==> src/inc/phy_cfg_pkg.sv <==
package phy_cfg_pkg;

	// ==========================================================
	// Register indices and address width
	// ==========================================================
	localparam logic [11:0] IDX_STRAP_VIEW_A = 12'h467;
	localparam logic [11:0] IDX_STRAP_VIEW_B = 12'h468;
	localparam logic [11:0] IDX_IND_CFG = 12'h469;
	localparam logic [11:0] IDX_RX_MATCH_CFG = 12'h4A0;
	localparam int ADDR_W = 14;

	// ==========================================================
	// Strap view field positions
	// ==========================================================
	localparam int SA_RXD1_LSB = 14;
	localparam int SA_RXD0_LSB = 12;
	localparam int SA_COL_LSB = 10;
	localparam int SA_RXER_LSB = 8;
	localparam int SA_CRS_LSB = 6;
	localparam int SA_RXDV_LSB = 4;
	localparam int SA_IND0_LSB = 0;
	localparam int SB_RXD3_LSB = 2;
	localparam int SB_RXD2_LSB = 0;

	// ==========================================================
	// Strap mode codes and defaults
	// ==========================================================
	localparam logic [1:0] MODE1 = 2'h0;
	localparam logic [1:0] MODE4 = 2'h3;
	localparam logic [1:0] DEF_RXD1 = 2'h0;
	localparam logic [1:0] DEF_RXD0 = 2'h0;
	localparam logic [1:0] DEF_COL = 2'h3;
	localparam logic [1:0] DEF_RXER = 2'h3;
	localparam logic [1:0] DEF_CRS = 2'h3;
	localparam logic [1:0] DEF_RXDV = 2'h0;
	localparam logic [1:0] DEF_IND0 = 2'h3;
	localparam logic [1:0] DEF_RXD3 = 2'h0;
	localparam logic [1:0] DEF_RXD2 = 2'h0;

	// ==========================================================
	// Indicator configuration fields
	// ==========================================================
	localparam int IC_IND1_POL = 10;
	localparam int IC_IND1_VAL = 9;
	localparam int IC_IND1_EN = 8;
	localparam int IC_IND3_POL = 6;
	localparam int IC_IND3_VAL = 5;
	localparam int IC_IND3_EN = 4;
	localparam logic RST_IND3_POL = 1'b1;

	// ==========================================================
	// Receive match configuration fields
	// ==========================================================
	localparam int RM_ORDER_LSB = 14;
	localparam int RM_SFD_SEL = 13;
	localparam int RM_CRC_GATE = 12;
	localparam logic [1:0] RST_ORDER = 2'h0;
	localparam logic RST_SFD_SEL = 1'b0;
	localparam logic RST_CRC_GATE = 1'b1;
	localparam logic [7:0] SFD_NORMAL = 8'hD5;
	localparam logic [7:0] SFD_ALT = 8'h5D;
	localparam logic [1:0] ORD_NORMAL = 2'h0;
	localparam logic [1:0] ORD_BITREV = 2'h1;
	localparam logic [1:0] ORD_NIBSWAP = 2'h2;
	localparam logic [1:0] ORD_NIBBITREV = 2'h3;

	typedef enum logic [1:0] {
		ST_IDLE = 2'b00,
		ST_STRAP = 2'b01,
		ST_RUN = 2'b10
	} phase_e;

endpackage

==> src/rtl/phy_strap_led_rxcfg_regs.sv <==
`timescale 1ns/1ps
// Function
// - Strap view A holds 2-bit latched modes for rx data 1, rx data 0, COL, RX_ER, CRS, RX_DV and indicator 0 at 15:14 down to 1:0.
// - Strap codes 00..11 mean modes 1..4 and are indices, with 01 and 10 reserved for indicator 0.
// - Strap view B holds rx data 3 mode at 3:2 and rx data 2 mode at 1:0, bits 15:4 reading zero.
// - Indicator 1 polarity bit 10 selects active high when set, resets to 0 and takes the pull level when straps are sampled.
// - Indicator 1 force enable bit 8 drives the pin to bit 9 instead of its normal function.
// - Indicator 3 force enable bit 4 drives the rx data 3 pin to bit 5, and polarity bit 6 resets to active high.
// - Order field 15:14 picks normal, bit reversed, nibble swapped or per-nibble bit reversed receive data.
// - Bit 13 selects a start delimiter of 0x5D when set and 0xD5 when clear, resetting to 0.
// - CRC gate bit 12, reset to 1, suppresses magic packet and pattern indications on bad CRC.
// - Strap defaults read 11 for COL, RX_ER, CRS and indicator 0 and 00 for rx data 1, rx data 0 and RX_DV.
module phy_strap_led_rxcfg_regs (
	// Clock and reset
	input wire logic clk_sys,
	input wire logic rst,
	// AHB-Lite slave
	input wire logic hsel,
	input wire logic [31:0] haddr,
	input wire logic [1:0] htrans,
	input wire logic hwrite,
	input wire logic [2:0] hsize,
	input wire logic [31:0] hwdata,
	input wire logic hready,
	output logic [31:0] hrdata,
	output logic hreadyout,
	output logic hresp,
	// Strap inputs, valid while strap_sample is high
	input wire logic strap_sample,
	input wire logic [1:0] strap_rx_data1_pin,
	input wire logic [1:0] strap_rx_data0_pin,
	input wire logic [1:0] strap_col,
	input wire logic [1:0] strap_rx_er,
	input wire logic [1:0] strap_crs,
	input wire logic [1:0] strap_rx_dv,
	input wire logic [1:0] strap_indicator0_pin,
	input wire logic [1:0] strap_rx_data3_pin,
	input wire logic [1:0] strap_rx_data2_pin,
	input wire logic strap_indicator1_pull,
	// Indicator sources and pins
	input wire logic ind1_func,
	input wire logic ind3_func,
	output logic indicator1_pin,
	output logic indicator3_output,
	// Receive matcher
	input wire logic [7:0] rx_byte,
	input wire logic rx_byte_valid,
	input wire logic frame_crc_bad,
	input wire logic magic_hit,
	input wire logic pattern_hit,
	output logic [7:0] rx_byte_ordered,
	output logic sfd_found,
	output logic magic_ind,
	output logic pattern_ind
);

	// ==========================================================
	// State
	// ==========================================================
	typedef struct packed {
		phy_cfg_pkg::phase_e phase;
		logic [15:0] view_a;
		logic [15:0] view_b;
		logic ind1_pol;
		logic ind1_val;
		logic ind1_en;
		logic ind3_pol;
		logic ind3_val;
		logic ind3_en;
		logic [1:0] order;
		logic sfd_sel;
		logic crc_gate;
		logic dp_wr;
		logic [11:0] dp_idx;
		logic [31:0] rdata;
		logic [7:0] rx_ord;
		logic sfd_hit;
		logic magic;
		logic pattern;
		logic ind1;
		logic ind3;
	} state_s;

	state_s s_q;
	state_s s_d;

	function automatic logic [3:0] rev4(input logic [3:0] n);
		rev4 = {n[0], n[1], n[2], n[3]};
	endfunction

	function automatic logic [7:0] reorder(input logic [7:0] b, input logic [1:0] ord);
		case (ord)
			phy_cfg_pkg::ORD_NORMAL: reorder = b;
			phy_cfg_pkg::ORD_BITREV: reorder = {b[0], b[1], b[2], b[3], b[4], b[5], b[6], b[7]};
			phy_cfg_pkg::ORD_NIBSWAP: reorder = {b[3:0], b[7:4]};
			phy_cfg_pkg::ORD_NIBBITREV: reorder = {rev4(b[7:4]), rev4(b[3:0])};
			default: reorder = b;
		endcase
	endfunction

	function automatic logic [15:0] ind_word(input state_s s);
		ind_word = 16'h0000;
		ind_word[phy_cfg_pkg::IC_IND1_POL] = s.ind1_pol;
		ind_word[phy_cfg_pkg::IC_IND1_VAL] = s.ind1_val;
		ind_word[phy_cfg_pkg::IC_IND1_EN] = s.ind1_en;
		ind_word[phy_cfg_pkg::IC_IND3_POL] = s.ind3_pol;
		ind_word[phy_cfg_pkg::IC_IND3_VAL] = s.ind3_val;
		ind_word[phy_cfg_pkg::IC_IND3_EN] = s.ind3_en;
	endfunction

	logic addr_phase;
	logic [11:0] idx;
	logic [15:0] rd_word;
	logic [7:0] ord_byte;
	logic [7:0] sfd_want;

	assign addr_phase = hsel && hready && htrans[1];
	assign idx = haddr[phy_cfg_pkg::ADDR_W-1:2];

	// ==========================================================
	// Next-state logic
	// ==========================================================
	always_comb begin
		s_d = s_q;
		s_d.dp_wr = 1'b0;
		rd_word = 16'h0000;
		case (s_q.phase)
			phy_cfg_pkg::ST_IDLE: begin
				s_d.phase = phy_cfg_pkg::ST_STRAP;
			end
			phy_cfg_pkg::ST_STRAP: begin
				// Straps are caught once, at the second clock edge after reset release.
				if (strap_sample) begin
					s_d.view_a = 16'h0000;
					s_d.view_a[phy_cfg_pkg::SA_RXD1_LSB +: 2] = strap_rx_data1_pin;
					s_d.view_a[phy_cfg_pkg::SA_RXD0_LSB +: 2] = strap_rx_data0_pin;
					s_d.view_a[phy_cfg_pkg::SA_COL_LSB +: 2] = strap_col;
					s_d.view_a[phy_cfg_pkg::SA_RXER_LSB +: 2] = strap_rx_er;
					s_d.view_a[phy_cfg_pkg::SA_CRS_LSB +: 2] = strap_crs;
					s_d.view_a[phy_cfg_pkg::SA_RXDV_LSB +: 2] = strap_rx_dv;
					// Reserved indicator-0 codes fall back to mode 1.
					s_d.view_a[phy_cfg_pkg::SA_IND0_LSB +: 2] = (strap_indicator0_pin == phy_cfg_pkg::MODE4) ?
						phy_cfg_pkg::MODE4 : phy_cfg_pkg::MODE1;
					s_d.view_b = 16'h0000;
					s_d.view_b[phy_cfg_pkg::SB_RXD3_LSB +: 2] = strap_rx_data3_pin;
					s_d.view_b[phy_cfg_pkg::SB_RXD2_LSB +: 2] = strap_rx_data2_pin;
					s_d.ind1_pol = strap_indicator1_pull;
				end
				s_d.phase = phy_cfg_pkg::ST_RUN;
			end
			phy_cfg_pkg::ST_RUN: begin
				s_d.phase = phy_cfg_pkg::ST_RUN;
			end
			default: begin
				s_d.phase = phy_cfg_pkg::ST_IDLE;
			end
		endcase

		// Address phase capture.
		if (addr_phase) begin
			s_d.dp_wr = hwrite;
			s_d.dp_idx = idx;
		end

		// Write data phase; strap views have no write path.
		if (s_q.dp_wr) begin
			if (s_q.dp_idx == phy_cfg_pkg::IDX_IND_CFG) begin
				s_d.ind1_pol = hwdata[phy_cfg_pkg::IC_IND1_POL];
				s_d.ind1_val = hwdata[phy_cfg_pkg::IC_IND1_VAL];
				s_d.ind1_en = hwdata[phy_cfg_pkg::IC_IND1_EN];
				s_d.ind3_pol = hwdata[phy_cfg_pkg::IC_IND3_POL];
				s_d.ind3_val = hwdata[phy_cfg_pkg::IC_IND3_VAL];
				s_d.ind3_en = hwdata[phy_cfg_pkg::IC_IND3_EN];
			end else if (s_q.dp_idx == phy_cfg_pkg::IDX_RX_MATCH_CFG) begin
				s_d.order = hwdata[phy_cfg_pkg::RM_ORDER_LSB +: 2];
				s_d.sfd_sel = hwdata[phy_cfg_pkg::RM_SFD_SEL];
				s_d.crc_gate = hwdata[phy_cfg_pkg::RM_CRC_GATE];
			end
		end

		// Read data is registered at the end of the address phase.
		if (addr_phase && !hwrite) begin
			case (idx)
				phy_cfg_pkg::IDX_STRAP_VIEW_A: rd_word = s_q.view_a;
				phy_cfg_pkg::IDX_STRAP_VIEW_B: rd_word = s_q.view_b;
				phy_cfg_pkg::IDX_IND_CFG: rd_word = ind_word(s_q);
				phy_cfg_pkg::IDX_RX_MATCH_CFG: begin
					rd_word[phy_cfg_pkg::RM_ORDER_LSB +: 2] = s_q.order;
					rd_word[phy_cfg_pkg::RM_SFD_SEL] = s_q.sfd_sel;
					rd_word[phy_cfg_pkg::RM_CRC_GATE] = s_q.crc_gate;
				end
				default: rd_word = 16'h0000;
			endcase
			s_d.rdata = {16'h0000, rd_word};
		end

		// Indicator pins: forced level overrides polarity-adjusted function.
		s_d.ind1 = s_q.ind1_en ? s_q.ind1_val : (s_q.ind1_pol ? ind1_func : ~ind1_func);
		s_d.ind3 = s_q.ind3_en ? s_q.ind3_val : (s_q.ind3_pol ? ind3_func : ~ind3_func);

		// Receive matcher.
		ord_byte = reorder(rx_byte, s_q.order);
		sfd_want = s_q.sfd_sel ? phy_cfg_pkg::SFD_ALT : phy_cfg_pkg::SFD_NORMAL;
		s_d.rx_ord = rx_byte_valid ? ord_byte : s_q.rx_ord;
		s_d.sfd_hit = rx_byte_valid && (ord_byte == sfd_want);
		s_d.magic = magic_hit && !(s_q.crc_gate && frame_crc_bad);
		s_d.pattern = pattern_hit && !(s_q.crc_gate && frame_crc_bad);
	end

	// ==========================================================
	// Registers
	// ==========================================================
	always_ff @(posedge clk_sys or posedge rst) begin
		if (rst) begin
			s_q <= '0;
			s_q.phase <= phy_cfg_pkg::ST_IDLE;
			s_q.view_a <= {phy_cfg_pkg::DEF_RXD1, phy_cfg_pkg::DEF_RXD0, phy_cfg_pkg::DEF_COL,
				phy_cfg_pkg::DEF_RXER, phy_cfg_pkg::DEF_CRS, phy_cfg_pkg::DEF_RXDV, 2'h0,
				phy_cfg_pkg::DEF_IND0};
			s_q.view_b <= {12'h000, phy_cfg_pkg::DEF_RXD3, phy_cfg_pkg::DEF_RXD2};
			s_q.ind3_pol <= phy_cfg_pkg::RST_IND3_POL;
			s_q.order <= phy_cfg_pkg::RST_ORDER;
			s_q.sfd_sel <= phy_cfg_pkg::RST_SFD_SEL;
			s_q.crc_gate <= phy_cfg_pkg::RST_CRC_GATE;
		end else begin
			s_q <= s_d;
		end
	end

	// ==========================================================
	// Outputs
	// ==========================================================
	assign hrdata = s_q.rdata;
	assign hreadyout = 1'b1;
	assign hresp = 1'b0;
	assign indicator1_pin = s_q.ind1;
	assign indicator3_output = s_q.ind3;
	assign rx_byte_ordered = s_q.rx_ord;
	assign sfd_found = s_q.sfd_hit;
	assign magic_ind = s_q.magic;
	assign pattern_ind = s_q.pattern;

endmodule // phy_strap_led_rxcfg_regs

==> config.mk <==
export PLATFORM = sky130hd
export DESIGN_NAME = phy_strap_led_rxcfg_regs
export DESIGN_NICKNAME = d
export VERILOG_FILES = /design/src/inc/phy_cfg_pkg.sv /design/src/rtl/phy_strap_led_rxcfg_regs.sv
export SDC_FILE = /design/constraint.sdc
export NUM_CORES = 1
export LEC_CHECK = 0
export BUFFER_PORTS_ARGS = -buffer_cell sky130_fd_sc_hd__buf_2
export CAP_MARGIN = 20
export CORE_UTILIZATION = 51
export DETAILED_ROUTE_END_ITERATION = 6
export PLACE_DENSITY_LB_ADDON = 0.05
export SKIP_CTS_REPAIR_TIMING = 1
export SYNTH_ARGS = -nofsm -noshare
export SYNTH_HDL_FRONTEND = slang
export SYNTH_SLANG_ARGS = --single-unit
==> constraint.sdc <==
create_clock -name clk_sys -period 4.9 [get_ports clk_sys]
set_clock_uncertainty 0.05 [all_clocks]
set_input_delay 0.245 -clock clk_sys [delete_from_list [all_inputs] [get_ports clk_sys]]
set_output_delay 0.245 -clock clk_sys [all_outputs]
set_load 0.005 [all_outputs]
Word-level counts from Yosys, hierarchy flattened
Cells that the tools add are included.

Bits in registers: 72. Latch bits: 0. Bits in writable memories: 0. Memory bits (read-only): 0. Bits of input ports: 108. Output and inout port bits: 47. Memories kept: 0.

Add/sub/neg operators: 0. Multiply operators: 0. Divide/modulo/power cells: 0. Magnitude comparators: 0. Eq/ne operators: 13. Shifts and indexed selects: 0. Multiplexer cells: 17. Bitwise logic cells: 3. Reduce and logical (&&, ||, !) cells: 15.

Operator list (number): 12-bit by 11-bit equality test with 1-bit output, second input constant (6); 12-bit one-hot mux with 3 select lines (1); 8-bit one-hot mux with 4 select lines (1); 13-bit 2-to-1 mux (1); 10-bit 2-to-1 mux (1); 2-bit equality test, second input constant (4); 8-bit equality test (1); 4-bit 2-to-1 mux (2); 8-bit 2-to-1 mux (1); 4-bit one-hot mux with 2 select lines (1); 1-bit logical AND (7); 1-bit 2-to-1 mux (6); 6-bit 2-to-1 mux (1); 2-bit by 1-bit equality test with 1-bit output, second input constant (2); 2-bit zero test (2); 2-bit one-hot mux with 2 select lines (1); 2-bit AND reduction (2); 1-bit inverter (3); 3-bit AND reduction (1); 1-bit zero test (2); 2-bit 2-to-1 mux (1); 2-bit OR reduction (1).

Depth between registers and ports, before layout
Gate-level depths: netlist of run 1.

Depth in word-level cells: 4. Depth in mapped cells: 6.

Worst setup path before layout of run 1
OpenSTA, ideal clock, no wires.

Kind: input to register. Start point: input haddr[13]. End point: register s_q (netlist bit hrdata[10]). Setup time: 0.077 ns. Arrival time: 1.879 ns. Required time: 4.773 ns. Path slack: 2.895 ns. Stages: 4. Buffers on the path: 0. Cell sequence: or4b_4 or4b_4 or4_4 o21ai_1.

Longest elaborated chain between the ends: 2. Elaborated cells on any way between the ends: 4. Classes of those cells: eq/ne (3); mux (1).

RTL lines: start, declared (RTL line phy_strap_led_rxcfg_regs.sv:19) `input wire logic [31:0] haddr,`; 12-bit by 11-bit equality test with 1-bit output (RTL line phy_strap_led_rxcfg_regs.sv:183) `case (idx)`; 12-bit one-hot mux with 3 select lines (*) (RTL line phy_strap_led_rxcfg_regs.sv:183); end, declared (RTL line phy_strap_led_rxcfg_regs.sv:84) `state_s s_q;`.

Every way passes the cells marked *; elsewhere a longest branch is shown, timed or not. A chain may end at the register's enable or synchronous reset.

Worst setup path after layout of run 1
Start point: input hwrite. End point: register s_q (netlist bit hrdata[0]).

Longest elaborated chain between the ends: 2.

RTL lines: start, declared (RTL line phy_strap_led_rxcfg_regs.sv:21) `input wire logic hwrite,`; 1-bit zero test (RTL line phy_strap_led_rxcfg_regs.sv:182) `if (addr_phase && !hwrite) begin`; 1-bit logical AND (RTL line phy_strap_led_rxcfg_regs.sv:182).

No other way between the ends.

==> results of run 1 <==
## flip-flops by register name (all words and copies together), names as in the netlist
name,flops
pattern_ind,1
magic_ind,1
s_q,42
indicator1_pin,1
hrdata,16
rx_byte_ordered,8
sfd_found,1
indicator3_output,1
## stage by stage
| step | worst slack (ps) | cell area [um^2] | instances | utilization (%) |
|---|---|---|---|---|
| CTS | 2520 | 3960 | 435 | 61.4 |
| finish | 2560 | 3960 | 435 | 61.4 |
| floorplan | 2820 | 3520 | 304 | - |
| global placement | 2160 | 3720 | 419 | 57.6 |
| global route | 2300 | 3960 | 435 | 61.4 |
| detailed placement | 2150 | 3720 | 419 | 57.6 |
## cell usage in the layout (no fill, tap or decap), types with 9 or more instances in the layout
cell type  netlist  final
buf_2            0     90
nand2_1         13     13
conb_1           2     18
inv_1           15     14
dfstp_2          9      9
o21ai_0          9      9
clkbuf_8         0      9
dfrtp_1         62     62
mux2_2          48     48
## worst max-delay path, cell delays in order
cell and delay [ps]:
buf_2 100, nand4b_1 780, nor4_2 1100, a22o_1 240, a21o_1 80
## where the power goes
part	switching, mW	total (mW)	internal, mW
sequential	0.0254	0.656	0.630
clock	0.218	0.558	0.340
combinational	0.0573	0.128	0.0709
## area by class of cell
cell class | count | area [um^2]
multi-input cells | 165 | 1320
clock inverters | 7 | 120
flip-flops and latches | 71 | 1790
well taps | 77 | 96.3
inverters | 15 | 56.3
clock buffers | 9 | 124
fillers | 565 | 2490
repair buffers | 91 | 458
## per-layer routing
metal | vias up | wire (um) | share of wire [%]
met5 | - | 0 | 0
met4 | 0 | 85 | 1.4
met2 | 74 | 3000 | 49
met3 | 9 | 389 | 6.4
met1 | 1077 | 2610 | 43
li1 | 1084 | - | -
## cell families (layout without fill, tap and decap cells)
logic type                 count (synthesis)  after routing  synth area share [%]
buffers and inverters                     68            122                  11.9
DFF                                       71             71                  51.6
xor gates and xnor gates                   3              3                 0.759
adders and majority gates                  2              2                 0.723
AOI/OAI and AO/OA                         41             41                  8.17
other                                      2             18                 0.217
and+or+nand+nor                           47             47                  8.49
muxes                                     54             54                  18.1
## worst paths after layout
kind	slack, ps	start	end	depth (start not counted)
worst min register to register	440	s_q[85]	s_q[85]	2
worst max register to register	2750	s_q[49]	s_q[66]	4
worst min-delay path	60	frame_crc_bad	magic_ind	2
worst max-delay path	2560	hwrite	hrdata[0]	5
max in group asynchronous	4100	rst	s_q[52]	3
min in group asynchronous	110	rst	s_q[101]	3
==> impl_metrics.ini, run 1 <==
[outcome]
outcome = complete, but fails checks
violations = design-rule violations

[clock_tree]
cts_buffers = 9
clk_pin_slew_worst_paths_ps = 70
clock_latency_ps = 330
cts_max_path_buffers = 2
cts_sinks = 71
cts_tree = built
htree_levels = 3
cts_root_buf = clkbuf_8

[logic_synthesis]
ys_dominant_reg_cell = dfrtp_1
yosysSeqAreaShare_pct = 51.6
synth_common_cells = dfrtp_1 (62), mux2_2 (48), buf_4 (42), inv_1 (15), nand2_1 (13)
synth_area_leaders = dfrtp_1 (45%), mux2_2 (16%), buf_4 (9.1%), dfstp_2 (6.8%), inv_1 (1.6%)
avgSynthCellArea_um2 = 12.0
ys_warn_count = 0
synth-edff-count = 0
yosys.area.top_type = dfrtp_1
syn_area_um2 = 3460
yosysMostFrequentCell = dfrtp_1
ys_ff_latch = 71
synth_cells = 288
synth_top_cell_area_share_pct = 44.8
synth_cell_types = 41
ys_async_sr_fraction_pct = 100

[pwr]
total_power_mw = 1.34
p_leak_nw = 1.97
ir_worst_vdd_mv = 0.194
powerDensity_nw_per_um2 = 339

[floorplanning]
die_area_um2 = 7120
die-width_um = 84.4
initial_core_util_pct = 53.6
fp-row-count = 29
pin_count = 155
coreArea_um2 = 6460
fp.dieH_um = 84.4

[finish]
diodes = 0
area_delta_synth_final_pct = 14.5
fin_nets = 463
drive_gt1_share_pct = 48.3

[route]
vias_per_cell = 5.16
wl_per_cell_um = 14.0
drtPass1Iterations = 6
drc = 23
drtIter0Drc = 127
ant_nets = 0
drt_wl_total_um = 6080
num_vias = 2244

[setup_path]
crit_type = in -> reg
critPathCaptureType = flop
crit_required_ps = 5120
start_kind = input pin
arrival_ps = 2570
crit_fanout = 20

[timing]
relSlewSlack_pct = 34.2
clock.fmax_mhz = 426
finalCritPeriodShare_pct = 47.9
rsz0062_at_grt = no
tightest_slew_ps = 979
holdWs_ps = 59.4
hold_viol_final = 0
setup_viol = 0
period_needed_ps = 2340
final_max_slew_viol_count = 0
setup_tns_ps = 0

[placement]
dpl.hpwl_um = 4440
io_buffer_count = 90
gp_congestion = 0.734

[global_routing]
grt_pass1_vias = 2239
gr-total-overflow = 0
antenna_found_initial = 0
met1_usage_pct = 23.2
use_met3_pct = 5.51
top_usage_layer = met2
grt_pass1_wl_um = 10400
track_usage_pct = 18.9
use_met2_pct = 31.8
grt_max_degree = 72

[min_path]
hp-class = in -> reg

[flow_run]
maxCapViolCount = 0
(Power assumes the default switching activity.)
==> inputs of run 2 (changes only) <==
--- a/config.mk
+++ b/config.mk
@@ -7,7 +7,7 @@
 export LEC_CHECK = 0
 export BUFFER_PORTS_ARGS = -buffer_cell sky130_fd_sc_hd__buf_2
 export CAP_MARGIN = 20
-export CORE_UTILIZATION = 51
+export CORE_UTILIZATION = 47
 export DETAILED_ROUTE_END_ITERATION = 6
 export PLACE_DENSITY_LB_ADDON = 0.05
 export SKIP_CTS_REPAIR_TIMING = 1
==> constraint.sdc (replaced) <==
create_clock -name clk_sys -period 2.45 [get_ports clk_sys]
set_clock_uncertainty 0.05 [all_clocks]
set_input_delay 0.1225 -clock clk_sys [delete_from_list [all_inputs] [get_ports clk_sys]]
set_output_delay 0.1225 -clock clk_sys [all_outputs]
set_load 0.005 [all_outputs]
==> run 2 against run 1 <==
Effect of this change: the flow finishes with violations (negative hold slack); critical path depth is 1 higher; hold slack worse by 91 ps; count of clock-buffer cells in the layout is 4 higher; first-iteration DRC count is 35% lower; clock power is 75% higher; power is 94% higher; via count is 6.8% higher; sequential power is 100% higher; non-clock buffer count is 41 higher; sequential cell count stayed put; routed wire length is 15% higher.
==> impl_metrics.ini, run 2 (synthesized netlist as in run 1, its figures left out) <==
[pwr]
p_sw_uw = 603
swShare_pct = 23.2
power_frac_comb_pct = 11.8
p_clk_share_pct = 37.7
powerDensity_nw_per_um2 = 597
p_seq_share_pct = 50.5
ir_worst_vdd_mv = 0.351
p_leak_nw = 2.13
p_int_mw = 1.99

[setup_path]
crit_fanout = 6
regToRegSetupSlack_ps = 320
critPathCaptureType = flop
crit_required_ps = 2670
arrival_ps = 2550
crit_type = in -> reg
start_kind = input pin

[global_routing]
antenna_found_initial = 0
grt_pass1_vias = 2152
grt_max_degree = 38
track_usage_pct = 18.1
gr-total-overflow = 0
grt_pass1_wl_um = 10200

[timing]
hold_viol_final = 1
relSlewSlack_pct = 57.0
finalCritPeriodShare_pct = 95.1
setup_viol = 0
rsz0062_at_grt = no
period_needed_ps = 2330
holdWs_ps = -31.7
setup_tns_ps = 0
tightest_slew_ps = 643
clock.fmax_mhz = 429
final_max_slew_viol_count = 0

[floorplanning]
fp.dieH_um = 87.8
coreArea_um2 = 6940
pin_count = 155
fp-row-count = 30
initial_core_util_pct = 49.9
die-width_um = 87.8
die_area_um2 = 7710

[route]
wl_per_cell_um = 14.1
drtIter0Drc = 83
num_vias = 2397
drtPass1Iterations = 4
route.top_layer_used = met4
dr_wl_met2_um = 3410
drc = 0
met1_length_um = 3170
vias_per_cell = 4.84
drt_wl_total_um = 6980
wl_met3_um = 306
ant_nets = 0

[clock_tree]
cts_buffers = 9
htree_levels = 3
cts_root_buf = clkbuf_8
clk_pin_slew_worst_paths_ps = 80
cts_tree = built
clock_latency_ps = 340
cts_sinks = 71
cts_max_path_buffers = 2

[finish]
final_common_cell = buf_2
utilization_pct = 62.6
diodes = 0
final_cell_mix = buf_2 (90), dfrtp_1 (62), mux2_2 (48)
fin_nets = 504
drive_gt1_share_pct = 44.4
largest-register = s_q
largest_reg_flops = 42
area_delta_synth_final_pct = 25.7

[flow_run]
maxCapViolCount = 0

[outcome]
outcome = complete, but fails checks
violations = negative hold slack

[min_path]
hp-class = in -> reg

[placement]
io_buffer_count = 90
gp_congestion = 0.750
dpl.hpwl_um = 4790
## run 2: changes by cell type in the layout (fill, tap and decap cells not counted), moves of 2 or more
cell	change
buf_4	+5
bufinv_16	-2
clkbuf_8	+3
dlygate4sd3_1	+36
## run 2: critical path, stage by stage
cell and delay, ps:
dlygate4sd3_1 530, buf_2 140, or4b_4 570, or4b_4 550, or4_4 490, o21ai_1 150
## run 2: layer usage
layer	vias to the layer above	GRT usage, %
li1	1158	-
met1	1158	23.3
met2	71	28.8
met3	10	4.62
met4	0	8.05
met5	-	0
## run 2: path summary, 6_finish.rpt
path                                          from   endpoint  cells after the start
max                                      haddr[13]  hrdata[6]                      6
min                        strap_indicator0_pin[1]    s_q[85]                      3
min in group asynchronous                      rst   s_q[101]                      4
max reg2reg                                s_q[49]    s_q[67]                      4
min reg2reg                                s_q[69]  hrdata[1]                      1
max in group asynchronous                      rst    s_q[92]                      4
## run 2: area by class of cell
class                           instances  area, um^2
Clock buffer                           13         169
Clock inverter                          3        40.0
Fill cell                             577        2590
Inverter                               15        56.3
Multi-Input combinational cell        165        1320
Sequential cell                        71        1790
Tap cell                               96         120
Timing Repair Buffer                  132         856
## run 2: power groups by stage
| stage | clock network, mW | registers (mW) | logic [mW] |
|---|---|---|---|
| after global routing | 1.06 | 1.33 | 0.344 |
| after CTS | 1.01 | 1.31 | 0.265 |
| after floorplan | 0 | 1.32 | 0.208 |
| after detailed placement | 0 | 1.34 | 0.263 |
| final | 0.979 | 1.31 | 0.306 |
| after global placement | 0 | 1.33 | 0.257 |
## run 2: metrics by stage
stage | total power, mW | cells | worst slack, ps | instance area, um^2
finish | 2.60 | 495 | 120 | 4350
detailed placement | 1.60 | 443 | 287 | 3780
global placement | 1.59 | 443 | 302 | 3780
CTS | 2.58 | 459 | 284 | 3990
global route | 2.72 | 495 | 69.9 | 4350
floorplan | 1.52 | 304 | 450 | 3520
==> inputs of run 3 (changes only) <==
--- a/config.mk
+++ b/config.mk
@@ -9,7 +9,8 @@
 export CAP_MARGIN = 20
 export CORE_UTILIZATION = 47
 export DETAILED_ROUTE_END_ITERATION = 6
-export PLACE_DENSITY_LB_ADDON = 0.05
+export GPL_TIMING_DRIVEN = 0
+export PLACE_DENSITY = 0.88
 export SKIP_CTS_REPAIR_TIMING = 1
 export SYNTH_ARGS = -nofsm -noshare
 export SYNTH_HDL_FRONTEND = slang
==> run 3 against run 2 <==
Effect of this change: the run now ends clean; worst setup slack better by 41 ps; die area did not move; global-route usage increased by 1.1 points; final cell count grew 9.5%; routed wire length rose by 12%; final area up 8.3%; critical endpoint is now hrdata[0]; non-clock buffer count up 47; sequential cell count unchanged; first-iteration DRC count increased by 37%; hold slack improved by 33 ps; power rose by 9.5%; sequential power is essentially flat.
==> impl_metrics.ini, run 3 (synthesized netlist as in run 1, its figures left out) <==
[floorplanning]
fp.dieH_um = 87.8
coreArea_um2 = 6940
fp-row-count = 30
initial_core_util_pct = 49.9
pin_count = 155
die_area_um2 = 7710
die-width_um = 87.8

[route]
wl_met3_um = 426
drc = 0
num_vias = 2652
wl_per_cell_um = 14.5
vias_per_cell = 4.89
met1_length_um = 3320
route.top_layer_used = met4
drtPass1Iterations = 4
dr_wl_met2_um = 4000
drt_wl_total_um = 7840
ant_nets = 0
drtIter0Drc = 114

[finish]
finalNonFillerCells = 542
final_cell_mix = buf_2 (90), dfrtp_1 (62), mux2_2 (48)
drive_gt1_share_pct = 48.0
largest-register = s_q
final_common_cell = buf_2
n_fill_cell = 516
area_delta_synth_final_pct = 36.1
fin_nets = 551
diodes = 0
largest_reg_flops = 42

[clock_tree]
cts_buffers = 9
cts_tree = built
cts_root_buf = clkbuf_8
cts_sinks = 71
cts_max_path_buffers = 2
clk_pin_slew_worst_paths_ps = 70
clock_latency_ps = 340
htree_levels = 3

[timing]
finalCritPeriodShare_pct = 93.4
setup_tns_ps = 0
clock.fmax_mhz = 437
relSlewSlack_pct = 28.7
hold_viol_final = 0
setup_viol = 0
period_needed_ps = 2290
final_max_slew_viol_count = 0
tightest_slew_ps = 1060
rsz0062_at_grt = no

[min_path]
whs_path_depth = 2
holdCritStartpoint = haddr[6]
hold_end = s_q[49]
hp-class = in -> reg

[setup_path]
regToRegSetupSlack_ps = 180
crit_fanout = 10
critPathCaptureType = flop
arrival_ps = 2510
cp_slowest_stage_delay_ps = 880
crit_required_ps = 2670
path_buf_inv = 2
crit_type = in -> reg
start_kind = input pin
cp_cell_sequence = dlygate4sd3_1 -> buf_2 -> or4b_4 -> nor4_2 -> a22o_1 -> a21o_1
cpMaxStageDelayCell = nor4_2
rr_worst_depth = 5
r2r_end = s_q[62]
critical-path-top-delay-family = simple AND/OR/NAND/NOR gates
reg2reg_from = s_q[49]

[global_routing]
grt_pass1_wl_um = 11000
track_usage_pct = 19.2
grt_pass1_vias = 2403
antenna_found_initial = 0
grt_max_degree = 72
gr-total-overflow = 0

[flow_run]
maxCapViolCount = 0

[outcome]
outcome = completed

[pwr]
powerDensity_nw_per_um2 = 604
p_leak_nw = 2.36
ir_worst_vdd_mv = 0.425

[placement]
dpl.hpwl_um = 5150
gp_congestion = 0.776
io_buffer_count = 90
dp_cells = 490
[run 3: changes by cell type in the layout (fill, tap and decap cells not counted), sizes merged]
| cell | delta |
|---|---|
| clkbuf | +9 |
| buf | +36 |
| bufinv | +2 |
[run 3: metal layers]
| layer | up-vias | global-route usage, % |
|---|---|---|
| met5 | - | 0 |
| met4 | 0 | 7.75 |
| met3 | 8 | 4.34 |
| met2 | 101 | 32.1 |
| met1 | 1284 | 24.1 |
| li1 | 1259 | - |
[run 3: how the worst max path moves through the flow]
stage                    from        end  slack (ps)  depth (start not counted)
finish              haddr[10]  hrdata[0]         160                          6
global route        haddr[10]  hrdata[6]          30                          6
CTS                   s_q[49]    s_q[65]         170                          5
detailed placement    s_q[49]    s_q[65]         160                          5
global placement          rst    s_q[53]        -300                          2
floorplan             s_q[49]    s_q[62]         450                          5
[run 3: cell type report]
cell class	count	area (um^2)	area share [%]
plain buffers	53	357	7.57
clock buffers	11	151	3.21
clock inverters	5	104	2.20
inverters	15	58.8	1.25
multi-input cells	165	1320	28.0
flip-flops and latches	71	1790	38.0
well taps	96	120	2.55
repair buffers	126	811	17.2
[run 3: worst reg2reg max path, stage by stage, from the launching register on]
cell and delay (ps):
dfrtp_1 380, nor4b_1 350, nand4_1 150, or4b_2 670
clkbuf_1 240, mux2_2 330
[run 3: through the flow]
stage	util, %	setup WS [ps]	power [mW]	hold slack [ps]	instance area (um^2)
6_report	67.8	161	2.84	1.12	4710
5_1_grt	67.8	34.7	2.97	4.52	4710
4_1_cts	62.6	167	2.81	-82.0	4350
3_5_place_dp	59.0	159	1.65	287	4100
3_3_place_gp	58.9	-302	1.63	268	4090
2_1_floorplan	-	450	1.52	175	3520
[run 3: power by group]
part	internal (mW)	switching [mW]	leakage, nW
Clock	0.732	0.437	0.130
Combinational	0.220	0.147	1.35
Sequential	1.26	0.0464	0.876
Total	2.21	0.631	2.36
